[src/pkg/cbt_defines.svh]
`ifndef CBT_DEFINES_SVH
`define CBT_DEFINES_SVH
// Register byte offsets.
`define CBT_ADR_MODE      8'h00
`define CBT_ADR_CMD       8'h04
`define CBT_ADR_STAT      8'h08
`define CBT_ADR_ISTAT     8'h0C
`define CBT_ADR_IMASK     8'h10
`define CBT_ADR_TIMING    8'h14
`define CBT_ADR_BUF_LO    8'h30
`define CBT_ADR_BUF_HI    8'h5C
// Field positions.
`define CBT_MODE_PRIO_BIT 0
`define CBT_CMD_SRX_BIT   4
`define CBT_STAT_ACT_BIT  3
`define CBT_STAT_IDLE_BIT 4
`define CBT_INFO_DLC_MSB  19
`define CBT_INFO_DLC_LSB  16
`define CBT_INFO_RTR_BIT  30
`define CBT_INFO_EXT_BIT  31
`define CBT_IRQ_ARB_BIT   3
`define CBT_IRQ_ERR_BIT   4
// Reset values.
`define CBT_TIMING_RESET  32'h0023_0000
// Frame constants.
`define CBT_IDLE_BITS     4'hB
`define CBT_STUFF_RUN     3'h5
`define CBT_CRC_POLY      15'h4599
`define CBT_HDR_STD       7'h13
`define CBT_HDR_EXT       7'h27
`define CBT_ARB_STD       6'h0D
`define CBT_ARB_EXT       6'h21
`define CBT_MAX_DATA      7'h40
`define CBT_TAIL_ACK      4'h1
`define CBT_TAIL_EOF_END  4'h9
`define CBT_TAIL_LAST     4'hC
`endif

[src/pkg/cbt_pkg.sv]
package cbt_pkg;
  typedef struct packed {
    logic        cyc;
    logic        stb;
    logic        we;
    logic [7:0]  adr;
    logic [3:0]  sel;
    logic [31:0] dat;
  } cbt_wb_req_t;

  typedef struct packed {
    logic [9:0] baud_prescale_value;
    logic [1:0] resync_jump_width;
    logic [3:0] time_segment_one;
    logic [2:0] time_segment_two;
  } cbt_timing_t;

  typedef enum logic [1:0] {CBT_IDLE, CBT_FRAME, CBT_TAIL} cbt_state_t;
endpackage : cbt_pkg

[src/hdl/cbt_can_tx.sv]
// Decided for this implementation: the register offsets and the Wishbone interface to the registers.
`timescale 1ns/1ps
`include "cbt_defines.svh"

module cbt_can_tx (
  input  wire logic                clk_i,
  input  wire logic                rst_i,
  input  wire cbt_pkg::cbt_wb_req_t wb_req_i,
  output logic [31:0]              wb_dat_o,
  output logic                     wb_ack_o,
  output logic                     irq_o,
  input  wire logic                rx_i,
  output logic                     tx_o
);
  import cbt_pkg::*;

  localparam int FW = 103;

  function automatic logic [31:0] merge(input logic [31:0] o, input logic [31:0] n,
                                        input logic [3:0] s);
    for (int b = 0; b < 4; b++) begin
      if (s[b]) begin
        o[8*b +: 8] = n[8*b +: 8];
      end
    end
    return o;
  endfunction : merge

  function automatic logic [5:0] min6(input logic [5:0] a, input logic [5:0] b);
    return (a < b) ? a : b;
  endfunction : min6

  function automatic cbt_timing_t unpack_timing(input logic [31:0] w);
    return '{baud_prescale_value: w[9:0], resync_jump_width: w[15:14], time_segment_one: w[19:16], time_segment_two: w[22:20]};
  endfunction : unpack_timing

  function automatic logic [28:0] sched_key(input logic [31:0] info, input logic [31:0] idw,
                                            input logic mode);
    if (mode) begin
      return {21'h0, info[7:0]};
    end
    return info[`CBT_INFO_EXT_BIT] ? idw[28:0] : {idw[10:0], 18'h0};
  endfunction : sched_key

  logic [31:0] buf_mem_reg [12];
  logic [2:0]  pend_reg;
  logic [2:0]  srx_reg;
  logic        prio_mode_reg;
  cbt_timing_t timing_reg;
  logic [4:0]  istat_reg;
  logic [4:0]  imask_reg;
  logic        ack_reg;
  logic [31:0] rdat_reg;
  logic [31:0] rdat_next;

  // Bus decode. Every access is acked one cycle after it is seen.
  logic       req, wr, rd, in_buf;
  logic [7:0] boff;
  logic [3:0] buf_idx;
  assign req     = wb_req_i.cyc & wb_req_i.stb & ~ack_reg;
  assign wr      = req & wb_req_i.we;
  assign rd      = req & ~wb_req_i.we;
  assign in_buf  = (wb_req_i.adr >= `CBT_ADR_BUF_LO) && (wb_req_i.adr <= `CBT_ADR_BUF_HI);
  assign boff    = wb_req_i.adr - `CBT_ADR_BUF_LO;
  assign buf_idx = boff[5:2];

  // Bit timing state.
  logic [9:0] presc_reg;
  logic [5:0] pos_reg, seg1_end_reg, bit_end_reg;
  logic       rxq_reg;
  logic       tq_tick, bit_start, sample_pt, edge_ok, hard_sync;
  logic [5:0] nom_s1, nom_be, sjw_q, jump_late, jump_early;

  // Transmit engine state.
  cbt_state_t   state_reg;
  logic [FW-1:0] sh_reg;
  logic [6:0]   remain_reg;
  logic         in_crc_reg;
  logic [14:0]  crc_reg, crc_nx;
  logic [2:0]   run_reg;
  logic         last_reg, tx_reg, stuff_reg, cur_arb_reg;
  logic [5:0]   arb_left_reg;
  logic [3:0]   tail_reg, idle_cnt_reg;
  logic [1:0]   cur_buf_reg;
  logic [2:0]   done_reg;
  logic         ev_arb_reg, ev_err_reg, bus_idle, start_frame;

  // Scheduler and frame builder.
  logic [1:0]    best_i;
  logic [28:0]   best_key;
  logic          found;
  logic [31:0]   s_info, s_id, s_da, s_db;
  logic [3:0]    s_dlc, s_nbytes;
  logic [63:0]   s_data;
  logic [FW-1:0] s_vec;
  logic [6:0]    s_len;

  assign tq_tick   = presc_reg >= timing_reg.baud_prescale_value;
  assign nom_s1    = 6'(timing_reg.time_segment_one) + 6'h01;
  assign nom_be    = nom_s1 + 6'(timing_reg.time_segment_two) + 6'h01;
  assign sjw_q     = 6'(timing_reg.resync_jump_width) + 6'h01;
  assign jump_late  = min6(pos_reg, sjw_q);
  assign jump_early = min6(bit_end_reg - pos_reg, sjw_q);
  assign bit_start = tq_tick && (pos_reg >= bit_end_reg);
  assign sample_pt = tq_tick && (pos_reg == seg1_end_reg);
  assign edge_ok   = rxq_reg & ~rx_i & tx_reg;
  assign hard_sync = (state_reg == CBT_IDLE);

  always_ff @(posedge clk_i) begin
    if (rst_i) begin
      presc_reg    <= 10'h000;
      pos_reg      <= 6'h00;
      seg1_end_reg <= 6'h04;
      bit_end_reg  <= 6'h07;
      rxq_reg      <= 1'b1;
    end else begin
      presc_reg <= tq_tick ? 10'h000 : presc_reg + 10'h001;
      if (tq_tick) begin
        rxq_reg <= rx_i;
        if (pos_reg >= bit_end_reg) begin
          pos_reg      <= 6'h00;
          seg1_end_reg <= nom_s1;
          bit_end_reg  <= nom_be;
        end else if (edge_ok && hard_sync) begin
          pos_reg      <= 6'h01;
          seg1_end_reg <= nom_s1;
          bit_end_reg  <= nom_be;
        end else begin
          pos_reg <= pos_reg + 6'h01;
          if (edge_ok && (pos_reg <= seg1_end_reg)) begin
            seg1_end_reg <= seg1_end_reg + jump_late;
            bit_end_reg  <= bit_end_reg + jump_late;
          end else if (edge_ok) begin
            bit_end_reg <= bit_end_reg - jump_early;
          end
        end
      end
    end
  end

  // Eleven recessive samples in a row mean nobody else owns the bus.
  assign bus_idle = (idle_cnt_reg == `CBT_IDLE_BITS);
  always_ff @(posedge clk_i) begin
    if (rst_i) begin
      idle_cnt_reg <= 4'h0;
    end else if (sample_pt) begin
      idle_cnt_reg <= !rx_i ? 4'h0 : (bus_idle ? idle_cnt_reg : idle_cnt_reg + 4'h1);
    end
  end

  always_comb begin
    best_i   = 2'h0;
    best_key = 29'h0;
    found    = 1'b0;
    for (int i = 0; i < 3; i++) begin
      // Strict compare keeps the lower-numbered buffer on a tie.
      if (pend_reg[i] && (!found || sched_key(buf_mem_reg[4*i], buf_mem_reg[4*i+1],
          prio_mode_reg) < best_key)) begin
        best_i   = 2'(i);
        best_key = sched_key(buf_mem_reg[4*i], buf_mem_reg[4*i+1], prio_mode_reg);
        found    = 1'b1;
      end
    end
  end

  always_comb begin
    s_info   = buf_mem_reg[{best_i, 2'h0}];
    s_id     = buf_mem_reg[{best_i, 2'h1}];
    s_da     = buf_mem_reg[{best_i, 2'h2}];
    s_db     = buf_mem_reg[{best_i, 2'h3}];
    s_dlc    = s_info[`CBT_INFO_DLC_MSB:`CBT_INFO_DLC_LSB];
    s_nbytes = s_info[`CBT_INFO_RTR_BIT] ? 4'h0 :
               ((s_dlc > 4'h8) ? 4'h8 : s_dlc);
    s_data   = {s_da[7:0], s_da[15:8], s_da[23:16], s_da[31:24],
                s_db[7:0], s_db[15:8], s_db[23:16], s_db[31:24]};
    if (s_info[`CBT_INFO_EXT_BIT]) begin
      s_vec = {1'b0, s_id[28:18], 2'h3, s_id[17:0], s_info[`CBT_INFO_RTR_BIT], 2'h0, s_dlc,
               s_data};
      s_len = `CBT_HDR_EXT + {s_nbytes, 3'h0};
    end else begin
      s_vec = {1'b0, s_id[10:0], s_info[`CBT_INFO_RTR_BIT], 2'h0, s_dlc, s_data, 20'h0};
      s_len = `CBT_HDR_STD + {s_nbytes, 3'h0};
    end
  end

  assign crc_nx = {crc_reg[13:0], 1'b0} ^
                  ((sh_reg[FW-1] ^ crc_reg[14]) ? `CBT_CRC_POLY : 15'h0000);
  assign start_frame = bit_start && (state_reg == CBT_IDLE) && bus_idle && found;

  always_ff @(posedge clk_i) begin
    if (rst_i) begin
      state_reg    <= CBT_IDLE;
      sh_reg       <= '0;
      remain_reg   <= 7'h00;
      in_crc_reg   <= 1'b0;
      crc_reg      <= 15'h0000;
      run_reg      <= 3'h0;
      last_reg     <= 1'b1;
      tx_reg       <= 1'b1;
      stuff_reg    <= 1'b0;
      cur_arb_reg  <= 1'b0;
      arb_left_reg <= 6'h00;
      tail_reg     <= 4'h0;
      cur_buf_reg  <= 2'h0;
      done_reg     <= 3'h0;
      ev_arb_reg   <= 1'b0;
      ev_err_reg   <= 1'b0;
    end else begin
      done_reg   <= 3'h0;
      ev_arb_reg <= 1'b0;
      ev_err_reg <= 1'b0;
      unique case (state_reg)
        CBT_IDLE: begin
          // A fresh pick for every frame, so a retry may yield to a newer request.
          if (start_frame) begin
            state_reg    <= CBT_FRAME;
            sh_reg       <= s_vec;
            remain_reg   <= s_len;
            in_crc_reg   <= 1'b0;
            crc_reg      <= 15'h0000;
            run_reg      <= 3'h0;
            last_reg     <= 1'b1;
            cur_buf_reg  <= best_i;
            arb_left_reg <= s_info[`CBT_INFO_EXT_BIT] ? `CBT_ARB_EXT : `CBT_ARB_STD;
          end
        end
        CBT_FRAME: begin
          if (sample_pt && (rx_i != tx_reg)) begin
            ev_arb_reg <= cur_arb_reg && tx_reg && !stuff_reg;
            ev_err_reg <= !(cur_arb_reg && tx_reg && !stuff_reg);
            state_reg  <= CBT_IDLE;
            tx_reg     <= 1'b1;
          end else if (bit_start && (run_reg == `CBT_STUFF_RUN)) begin
            tx_reg    <= ~last_reg;
            last_reg  <= ~last_reg;
            run_reg   <= 3'h1;
            stuff_reg <= 1'b1;
          end else if (bit_start && (remain_reg == 7'h00)) begin
            state_reg <= CBT_TAIL;
            tail_reg  <= 4'h0;
            tx_reg    <= 1'b1;
            stuff_reg <= 1'b0;
          end else if (bit_start) begin
            tx_reg       <= sh_reg[FW-1];
            stuff_reg    <= 1'b0;
            last_reg     <= sh_reg[FW-1];
            run_reg      <= (sh_reg[FW-1] == last_reg) ? run_reg + 3'h1 : 3'h1;
            cur_arb_reg  <= (arb_left_reg != 6'h00);
            arb_left_reg <= (arb_left_reg != 6'h00) ? arb_left_reg - 6'h01 : 6'h00;
            if (!in_crc_reg) begin
              crc_reg <= crc_nx;
            end
            if (!in_crc_reg && (remain_reg == 7'h01)) begin
              sh_reg     <= {crc_nx, 88'h0};
              remain_reg <= 7'h0F;
              in_crc_reg <= 1'b1;
            end else begin
              sh_reg     <= {sh_reg[FW-2:0], 1'b0};
              remain_reg <= remain_reg - 7'h01;
            end
          end
        end
        CBT_TAIL: begin
          if (bit_start) begin
            tail_reg <= tail_reg + 4'h1;
          end
          if (sample_pt) begin
            if ((tail_reg == `CBT_TAIL_ACK) && rx_i && !srx_reg[cur_buf_reg]) begin
              ev_err_reg <= 1'b1;
              state_reg  <= CBT_IDLE;
            end else if ((tail_reg != `CBT_TAIL_ACK) && (tail_reg <= `CBT_TAIL_EOF_END)
                         && !rx_i) begin
              ev_err_reg <= 1'b1;
              state_reg  <= CBT_IDLE;
            end else if (tail_reg == `CBT_TAIL_LAST) begin
              done_reg[cur_buf_reg] <= 1'b1;
              state_reg             <= CBT_IDLE;
            end
          end
        end
      endcase
    end
  end

  assign tx_o = tx_reg;

  // A buffer locks while pending; writes to it are dropped so the frame stays intact.
  always_ff @(posedge clk_i) begin
    if (rst_i) begin
      pend_reg <= 3'h0;
      srx_reg  <= 3'h0;
    end else begin
      if (wr && (wb_req_i.adr == `CBT_ADR_CMD) && wb_req_i.sel[0]) begin
        pend_reg <= (pend_reg & ~done_reg) | wb_req_i.dat[2:0];
        srx_reg  <= (srx_reg & pend_reg) |
                    (wb_req_i.dat[2:0] & ~pend_reg & {3{wb_req_i.dat[`CBT_CMD_SRX_BIT]}});
      end else begin
        pend_reg <= pend_reg & ~done_reg;
      end
    end
  end

  always_ff @(posedge clk_i) begin
    if (rst_i) begin
      for (int i = 0; i < 12; i++) begin
        buf_mem_reg[i] <= 32'h0000_0000;
      end
    end else if (wr && in_buf && !pend_reg[buf_idx[3:2]]) begin
      buf_mem_reg[buf_idx] <= merge(buf_mem_reg[buf_idx], wb_req_i.dat, wb_req_i.sel);
    end
  end

  always_ff @(posedge clk_i) begin
    if (rst_i) begin
      prio_mode_reg <= 1'b0;
      timing_reg    <= unpack_timing(`CBT_TIMING_RESET);
      imask_reg     <= 5'h00;
    end else if (wr) begin
      if (wb_req_i.adr == `CBT_ADR_MODE && wb_req_i.sel[0]) begin
        prio_mode_reg <= wb_req_i.dat[`CBT_MODE_PRIO_BIT];
      end
      if (wb_req_i.adr == `CBT_ADR_IMASK && wb_req_i.sel[0]) begin
        imask_reg <= wb_req_i.dat[4:0];
      end
      if (wb_req_i.adr == `CBT_ADR_TIMING) begin
        timing_reg <= unpack_timing(merge(rd_timing(), wb_req_i.dat, wb_req_i.sel));
      end
    end
  end

  function automatic logic [31:0] rd_timing();
    return {9'h000, timing_reg.time_segment_two, timing_reg.time_segment_one, timing_reg.resync_jump_width, 4'h0, timing_reg.baud_prescale_value};
  endfunction : rd_timing

  // The read of the status copy and its clear share one edge; a new event still sticks.
  always_ff @(posedge clk_i) begin
    if (rst_i) begin
      istat_reg <= 5'h00;
    end else begin
      istat_reg <= ((rd && wb_req_i.adr == `CBT_ADR_ISTAT) ? 5'h00 : istat_reg) |
                   {ev_err_reg, ev_arb_reg, done_reg};
    end
  end

  assign irq_o = |(istat_reg & imask_reg);

  always_comb begin
    rdat_next = 32'h0000_0000;
    if (in_buf) begin
      rdat_next = buf_mem_reg[buf_idx];
    end else begin
      case (wb_req_i.adr)
        `CBT_ADR_MODE:   rdat_next = {31'h0, prio_mode_reg};
        `CBT_ADR_STAT:   rdat_next = {27'h0, bus_idle, state_reg != CBT_IDLE, ~pend_reg};
        `CBT_ADR_ISTAT:  rdat_next = {27'h0, istat_reg};
        `CBT_ADR_IMASK:  rdat_next = {27'h0, imask_reg};
        `CBT_ADR_TIMING: rdat_next = rd_timing();
        default:         rdat_next = 32'h0000_0000;
      endcase
    end
  end

  always_ff @(posedge clk_i) begin
    if (rst_i) begin
      ack_reg  <= 1'b0;
      rdat_reg <= 32'h0000_0000;
    end else begin
      ack_reg  <= req;
      rdat_reg <= rd ? rdat_next : rdat_reg;
    end
  end

  assign wb_ack_o = ack_reg;
  assign wb_dat_o = rdat_reg;

  // Helper counters for the checks below.
  logic [9:0] tq_gap_reg;
  logic [5:0] bit_tq_reg;
  logic       tq_ok_reg, clean_reg, bit_ok_reg, bt_wr;
  assign bt_wr = wr && (wb_req_i.adr == `CBT_ADR_TIMING);
  always_ff @(posedge clk_i) begin
    if (rst_i) begin
      tq_gap_reg <= 10'h000;
      bit_tq_reg <= 6'h00;
      tq_ok_reg  <= 1'b0;
      clean_reg  <= 1'b0;
      bit_ok_reg <= 1'b0;
    end else begin
      tq_gap_reg <= tq_tick ? 10'h000 : tq_gap_reg + 10'h001;
      tq_ok_reg  <= !bt_wr && (tq_tick || tq_ok_reg);
      bit_tq_reg <= bit_start ? 6'h00 : (tq_tick ? bit_tq_reg + 6'h01 : bit_tq_reg);
      clean_reg  <= !bt_wr && !(tq_tick && edge_ok) && (bit_start || clean_reg);
      // New segment lengths only load at a bit boundary, so bounds wait for one.
      bit_ok_reg <= !bt_wr && (bit_start || bit_ok_reg);
    end
  end
endmodule : cbt_can_tx

[config.mk]
export PLATFORM = sky130hd
export DESIGN_NAME = cbt_can_tx
export DESIGN_NICKNAME = d
export VERILOG_FILES = /design/src/pkg/cbt_pkg.sv /design/src/hdl/cbt_can_tx.sv
export VERILOG_INCLUDE_DIRS = /design/src /design/src/pkg
export SDC_FILE = /design/constraint.sdc
export NUM_CORES = 2
export LEC_CHECK = 0
export ABC_AREA = 1
export BUFFER_PORTS_ARGS = -buffer_cell sky130_fd_sc_hd__buf_2
export CAP_MARGIN = 30
export CORE_MARGIN = 3
export CORE_UTILIZATION = 45
export CTS_CLUSTER_SIZE = 16
export DETAILED_ROUTE_END_ITERATION = 10
export GPL_ROUTABILITY_DRIVEN = 1
export HOLD_SLACK_MARGIN = 0.02
export SYNTH_ARGS = -nofsm -noshare
export SYNTH_HDL_FRONTEND = slang
export SYNTH_SLANG_ARGS = --single-unit
export TNS_END_PERCENT = 50
[constraint.sdc]
create_clock -name clk_i -period 6.95 [get_ports clk_i]
set_input_delay 1.0425 -clock clk_i [delete_from_list [all_inputs] [get_ports clk_i]]
set_output_delay 1.0425 -clock clk_i [all_outputs]
set_load 0.1 [all_outputs]
Word-level counts from Yosys, hierarchy flattened
Memory sizes are Yosys's and may differ from the RTL's.
Index checks and enable logic that the tools add are counted.
{"block": "totals", "regBits": 254, "in_bits": 50, "ramBits": 384, "memories": 1}
{"block": "op_classes", "n_eq_ne": 32, "muxes": 142, "n_reduce_logical": 72, "bitwise": 29, "add_sub_neg": 18, "n_lt_le_gt_ge": 14}
{"name": "buf_mem_reg", "words": 12, "width": 32, "read_ports": 11, "rd_clocked_by_memory_dff": 0, "write_ports": 12, "line": "cbt_can_tx.sv:45", "rtl": "logic [31:0] buf_mem_reg [12];"}
{"operator": "$mux W103", "n": 6}
{"operator": "$mux W29", "n": 12}
{"operator": "$pmux W103 S2", "n": 1}
{"operator": "$pmux W23 S5", "n": 1}
{"operator": "$mux W6", "n": 18}
{"operator": "$mux W15", "n": 7}
{"operator": "$mux W102", "n": 1}
{"operator": "$mux W8", "n": 12}
{"operator": "$mux W32", "n": 2}
{"operator": "$lt A29 B29 Y1", "n": 2}
{"operator": "$mux W7", "n": 7}
{"operator": "$mux W1", "n": 37}
{"operator": "$mux W4", "n": 9}
{"operator": "$reduce_or A32 Y1", "n": 1}
{"operator": "$pmux W15 S2", "n": 1}
{"operator": "$logic_and A1 B1 Y1", "n": 28}
{"operator": "$mux W3", "n": 7}
{"operator": "$ne A2 B2 Y1 const B", "n": 10}
{"operator": "$reduce_and A5 Y1", "n": 4}
{"operator": "$mux W2", "n": 9}
{"operator": "$eq A8 B4 Y1 const B", "n": 2}
{"operator": "$eq A8 B5 Y1 const B", "n": 2}
{"operator": "$xor A15 B15 Y15", "n": 1}
{"operator": "$pmux W7 S2", "n": 1}
{"operator": "other kinds (71)", "n": 126}

Depth between registers and ports, before layout
An unclocked memory read counts as a cell.
{"block": "depth", "word_depth": 22, "ltp_mapped": 48, "ltp_nobuf": 42}

Worst setup path after synthesis
OpenSTA, ideal clock, no wires.
{"block": "synth_timing", "kind": "reg-to-reg", "startpoint": "register pend_reg[0]", "endpoint": "register remain_reg[5]", "path_slack_ps": 1270, "stages_incl_launch_ff": 43, "required_time_ps": 6833, "setup_time_ps": 117, "period_less_slack_ps": 5680, "n_path_buf": 6, "arrival_time_ps": 5563, "path_cell_list": "dfxtp_1 -> inv_1 -> nor2_1 -> nand2_1 -> clkinv_1 -> clkbuf_1 -> nand2_1 -> ha_1 -> nand2_1 -> o21ai_0 -> nand2_1 -> a21oi_1 -> nor2_1 -> nand2_1 -> nand2_1 -> nand2_2 -> clkbuf_1 -> clkbuf_1 -> [7 not listed] -> nor3_1 -> nor4b_1 -> nand2_1 -> nand2_2 -> nand2_4 -> nand2_4 -> buf_4 -> nand2_1 -> nand2_1 -> inv_1 -> nor2_1 -> nand2_1 -> inv_1 -> ha_1 -> nand2_1 -> nand2_1 -> a21oi_1 -> nor2_1"}
{"block": "synth_via", "elab_chain_len": 17, "elab_cells_between_ends": 27}
{"element": "from (decl)", "line": "cbt_can_tx.sv:46", "rtl": "logic [2:0] pend_reg;"}
{"element": "from (signal assigned)", "line": "cbt_can_tx.sv:294", "rtl": "pend_reg <= (pend_reg & ~done_reg) | wb_req_i.dat[2:0];"}
{"element": "from (signal assigned)", "line": "cbt_can_tx.sv:298", "rtl": "pend_reg <= pend_reg & ~done_reg;"}
{"element": "$mux W29 or $mux W1 (tied branches)", "line": "cbt_can_tx.sv:157", "rtl": "if (pend_reg[i] && (!found || sched_key(buf_mem_reg[4*i], buf_mem_reg[4*i+1],"}
{"element": "$lt A29 B29 Y1 or $logic_not A1 Y1 (tied branches)", "line": "cbt_can_tx.sv:158, cbt_can_tx.sv:157"}
{"element": "$logic_or A1 B1 Y1", "line": "cbt_can_tx.sv:157"}
{"element": "$logic_and A1 B1 Y1", "line": "cbt_can_tx.sv:157"}
{"element": "$mux W29 or $mux W1 (tied branches)", "line": "cbt_can_tx.sv:157"}
{"element": "$lt A29 B29 Y1 or $logic_not A1 Y1 (tied branches)", "line": "cbt_can_tx.sv:158, cbt_can_tx.sv:157"}
{"element": "$logic_or A1 B1 Y1", "line": "cbt_can_tx.sv:157"}
{"element": "$logic_and A1 B1 Y1", "line": "cbt_can_tx.sv:157"}
{"element": "$mux W2", "line": "cbt_can_tx.sv:157"}
{"element": "$mem_v2 Z12 W32"}
{"element": "$gt A4 B4 Y1", "line": "cbt_can_tx.sv:173", "rtl": "((s_dlc > 4'h8) ? 4'h8 : s_dlc);"}
{"element": "$mux W4", "line": "cbt_can_tx.sv:173"}
{"element": "$mux W4", "line": "cbt_can_tx.sv:172", "rtl": "s_nbytes = s_info[`CBT_INFO_RTR_BIT] ? 4'h0 :"}
{"element": "$add A5 B7 Y7 (no line) or $add A6 B7 Y7 (tied branches)"}
{"element": "$mux W7", "line": "cbt_can_tx.sv:176", "rtl": "if (s_info[`CBT_INFO_EXT_BIT]) begin"}
{"element": "$mux W7", "line": "cbt_can_tx.sv:215", "rtl": "if (start_frame) begin"}
{"element": "$pmux W7 S2", "line": "cbt_can_tx.sv:212", "rtl": "unique case (state_reg)"}
{"element": "to (signal assigned)", "line": "cbt_can_tx.sv:218", "rtl": "remain_reg <= s_len;"}
{"element": "to (signal assigned)", "line": "cbt_can_tx.sv:259", "rtl": "remain_reg <= remain_reg - 7'h01;"}
{"element": "to (decl)", "line": "cbt_can_tx.sv:77", "rtl": "logic [6:0] remain_reg;"}
Parallel ways exist; a longest one is shown, timed or not. The select of a mux whose other input is x is not followed.
A chain may end at the register's enable or synchronous reset.

==> flow_summary.json <==
{
  "status": "finished, final reports clean",
  "ys_async_sr_fraction_pct": 0,
  "grt_pass1_vias": 32184,
  "finalNetCount": 4847,
  "use_met2_pct": 47.88,
  "synth_xor_area_share_pct": 0.6862,
  "ys_seq_elements": 766,
  "power_leakage_uw": 0.01796,
  "seq_area_frac_synth_pct": 51.71,
  "clk_path_buf_depth": 3,
  "use_met3_pct": 8.837,
  "ios": 85,
  "area_growth_pct": 12.80,
  "clock.fmax_mhz": 157.7,
  "r2r_slack_ns": 0.61,
  "wl_um": 149800,
  "grt_pass1_wl_um": 215500,
  "grt_usage_pct": 32.08,
  "drtPass1Iterations": 6,
  "max-cap-violations": 0,
  "irDropWorstVdd_v": 0.0002316,
  "crit_start": "buf_mem_reg[0][31]$_SDFFCE_PN0P_",
  "relSlewSlack_pct": 32.22,
  "top_usage_layer": "met2",
  "ys_warn_count": 0,
  "drtIter0Drc": 4410,
  "largest_reg_flops": 512,
  "crit_top_cell": "nand2_1",
  "slowest_stage": "edfxtp_1",
  "clock_sinks": 766,
  "min_delay_path_depth": 2,
  "routed_via_density": 5.891,
  "start_kind": "flip-flop",
  "synth_top_family_by_area": "simple AND/OR/NAND/NOR gates",
  "fin_tns_setup_ns": 0,
  "finClkSkew_ns": 0.05863,
  "crit_arrival_ns": 6.96,
  "grt_overflow": 0,
  "synth-main-ff-cell": "edfxtp_1",
  "die_y_um": 302.5,
  "end_kind": "flip-flop",
  "synth_area_leaders": "edfxtp_1 39%, dfxtp_1 13%, nand2_1 8.0%",
  "crit_path_max_incr_delay_ns": 0.59,
  "cts_made_buffers": 85,
  "netlist.area_leader.share_pct": 38.86,
  "vias": 34769,
  "synth_compound_area_share_pct": 17.75,
  "r2r_cells": 35,
  "ant_nets": 0,
  "min_period_ns": 6.341,
  "syn_area_per_cell_um2": 8.495,
  "cts.reportedPaths.clkPinSlew_ns": 0.06,
  "yosys.area_share.adder_pct": 3.965,
  "period_share_pct": 91.23,
  "drive_above_1_share_pct": 8.729,
  "pre_cts_slack_ns": 0.5585,
  "place_congestion": 0.9986,
  "start_util_pct": 45.47,
  "hp-start": "srx_reg[1]$_SDFFE_PP0P_",
  "cts_root_buf": "clkbuf_16",
  "worstMarginPinSlew_ns": 1.004,
  "fp.coreArea_mm2": 0.08702,
  "post_drt_wl_per_cell_um": 25.38,
  "hold_slack_ns": 0.4612,
  "crit_path_max_fanout": 60,
  "dp.final_hpwl_um": 105600,
  "antenna_found_initial": 5,
  "met1_usage_pct": 43.20,
  "yosysTopAreaCell": "edfxtp_1",
  "p_per_area_mw_per_mm2": 269.4,
  "dieWidth_um": 302.5,
  "slew_viol_final": 0,
  "cts_tree": "built",
  "synth_area_mm2": 0.03957,
  "r2r_end": "sh_reg[46]$_SDFFE_PP0P_",
  "finalHoldViolCount": 0,
  "synth-edff-count": 512,
  "h-tree-depth": 3,
  "rsz0062_at_grt": "no",
  "dieArea_mm2": 0.09152,
  "port_buffers": 84,
  "crit_path_end": "sh_reg[46]$_SDFFE_PP0P_",
  "drc": 0,
  "synth_mux_area_share_pct": 0.08221,
  "netlist_instances": 4658,
  "grt_max_degree": 92,
  "setup_ws_ns": 0.6092,
  "path_class": "flip-flop to flip-flop",
  "postCtsSetupBuffers": 0,
  "clk_latency_ns": 0.68,
  "hold_class": "flip-flop to flip-flop",
  "synth.distinct_cells": 55,
  "r2r_start": "buf_mem_reg[0][31]$_SDFFCE_PN0P_",
  "crit_required_ns": 7.57,
  "finalSetupViolations": 0,
  "row_count": 108,
  "yosys.area_share.simple_pct": 17.81
}
[worst min path at each step]
| stage | endpoint | slack, ns |
|---|---|---|
| finish | srx_reg[1]$_SDFFE_PP0P_ | 0.46 |
| global route | srx_reg[1]$_SDFFE_PP0P_ | 0.48 |
| CTS | srx_reg[1]$_SDFFE_PP0P_ | 0.47 |
| detailed placement | wb_dat_o[10]$_SDFFE_PP0P_ | 0.46 |
| global placement | srx_reg[1]$_SDFFE_PP0P_ | 0.45 |
| floorplan | istat_reg[3]$_SDFF_PP0_ | 0.41 |
[what timing repair did]
item / in CTS / in global routing
resized for setup: 0 / 2
setup endpoints to repair: 0 / 4
hold buffers: 0 / 0
[cell type report]
| type | instances | area, µm² |
|---|---|---|
| antenna | 4 | 10.01 |
| clock buffer | 106 | 2350 |
| clock inverter | 50 | 579.3 |
| fill | 8253 | 42390 |
| inverter | 498 | 1873 |
| multi-input combinational | 3090 | 16060 |
| sequential | 766 | 20460 |
| tap | 1155 | 1445 |
| timing repair buffer | 233 | 1857 |
[worst max-delay path, delay by kind of cell, from the launching register on]
| kind | cells | cell delay (ns) |
|---|---|---|
| fa+ha+maj | 2 | 0.59 |
| compound gates | 7 | 1.59 |
| flops | 1 | 0.59 |
| buf+inv | 7 | 1.49 |
| simple gates | 19 | 1.97 |
[layout by cell type (no fill, tap or decap), drive strengths merged, types with 112 or more instances in the layout]
cell type,synthesis,final
a22oi,112,112
dfxtp,254,254
edfxtp,512,512
a21oi,307,307
inv,491,492
nor2,704,704
nand2,851,851
nand3,148,148
buf,69,233
ha,119,119
o21ai,411,411
[layer usage]
layer	share of wire [%]	wire [µm]
met1	40	60340
met2	43	64630
met3	11	16570
met4	5.5	8229
met5	0.018	27
[cells in the mapped netlist (3+ instances only)]
cell type and instances:
clkinv_1 7, inv_1 485, o2111ai_1 19, o21ai_0 403
buf_4 8, nand3_2 5, buf_6 11, o21ai_1 8
nand4_1 17, edfxtp_1 512, nand2_1 846, ha_1 119
a221oi_1 71, o311ai_0 5, buf_2 30, a22oi_1 112
buf_1 20, nand3_1 143, nand3b_1 3, o21a_1 12
clkbuf_1 236, nor4_1 5, a21oi_1 305, o22ai_1 49
nor2_1 704, inv_2 6, nor3b_1 6, a22o_1 30
a211oi_1 20, o221ai_1 30, nand2_4 3, o211ai_1 41
xnor2_1 6, a31oi_1 44, dfxtp_1 254, nor3_1 28
or2_2 4, xor2_1 25, fa_1 4
[where the power goes]
group	switching, µW	total [µW]	internal, µW
Clock	2000	4760	2760
Combinational	1400	2010	612
Sequential	157	5250	5100
[through the flow]
stage	cells	power, µW	area [µm²]	utilization [%]
after CTS	5897	12020	44600	51.25
after floorplan	4659	6639	39570	-
after global placement	5715	7277	41250	47.40
after global routing	5898	12470	44630	51.28
final	5902	12030	44640	51.29
after detailed placement	5741	7318	41670	47.88
[cell families after synthesis]
family                     after synthesis
and+or+nand+nor                       1771
AOI/OAI and AO/OA                     1160
buffers and inverters                  803
DFF                                    766
adders and majority gates              123
xor gates and xnor gates                31
muxes                                    3
other                                    1
No activity file was read; power rests on OpenSTA's default activity.
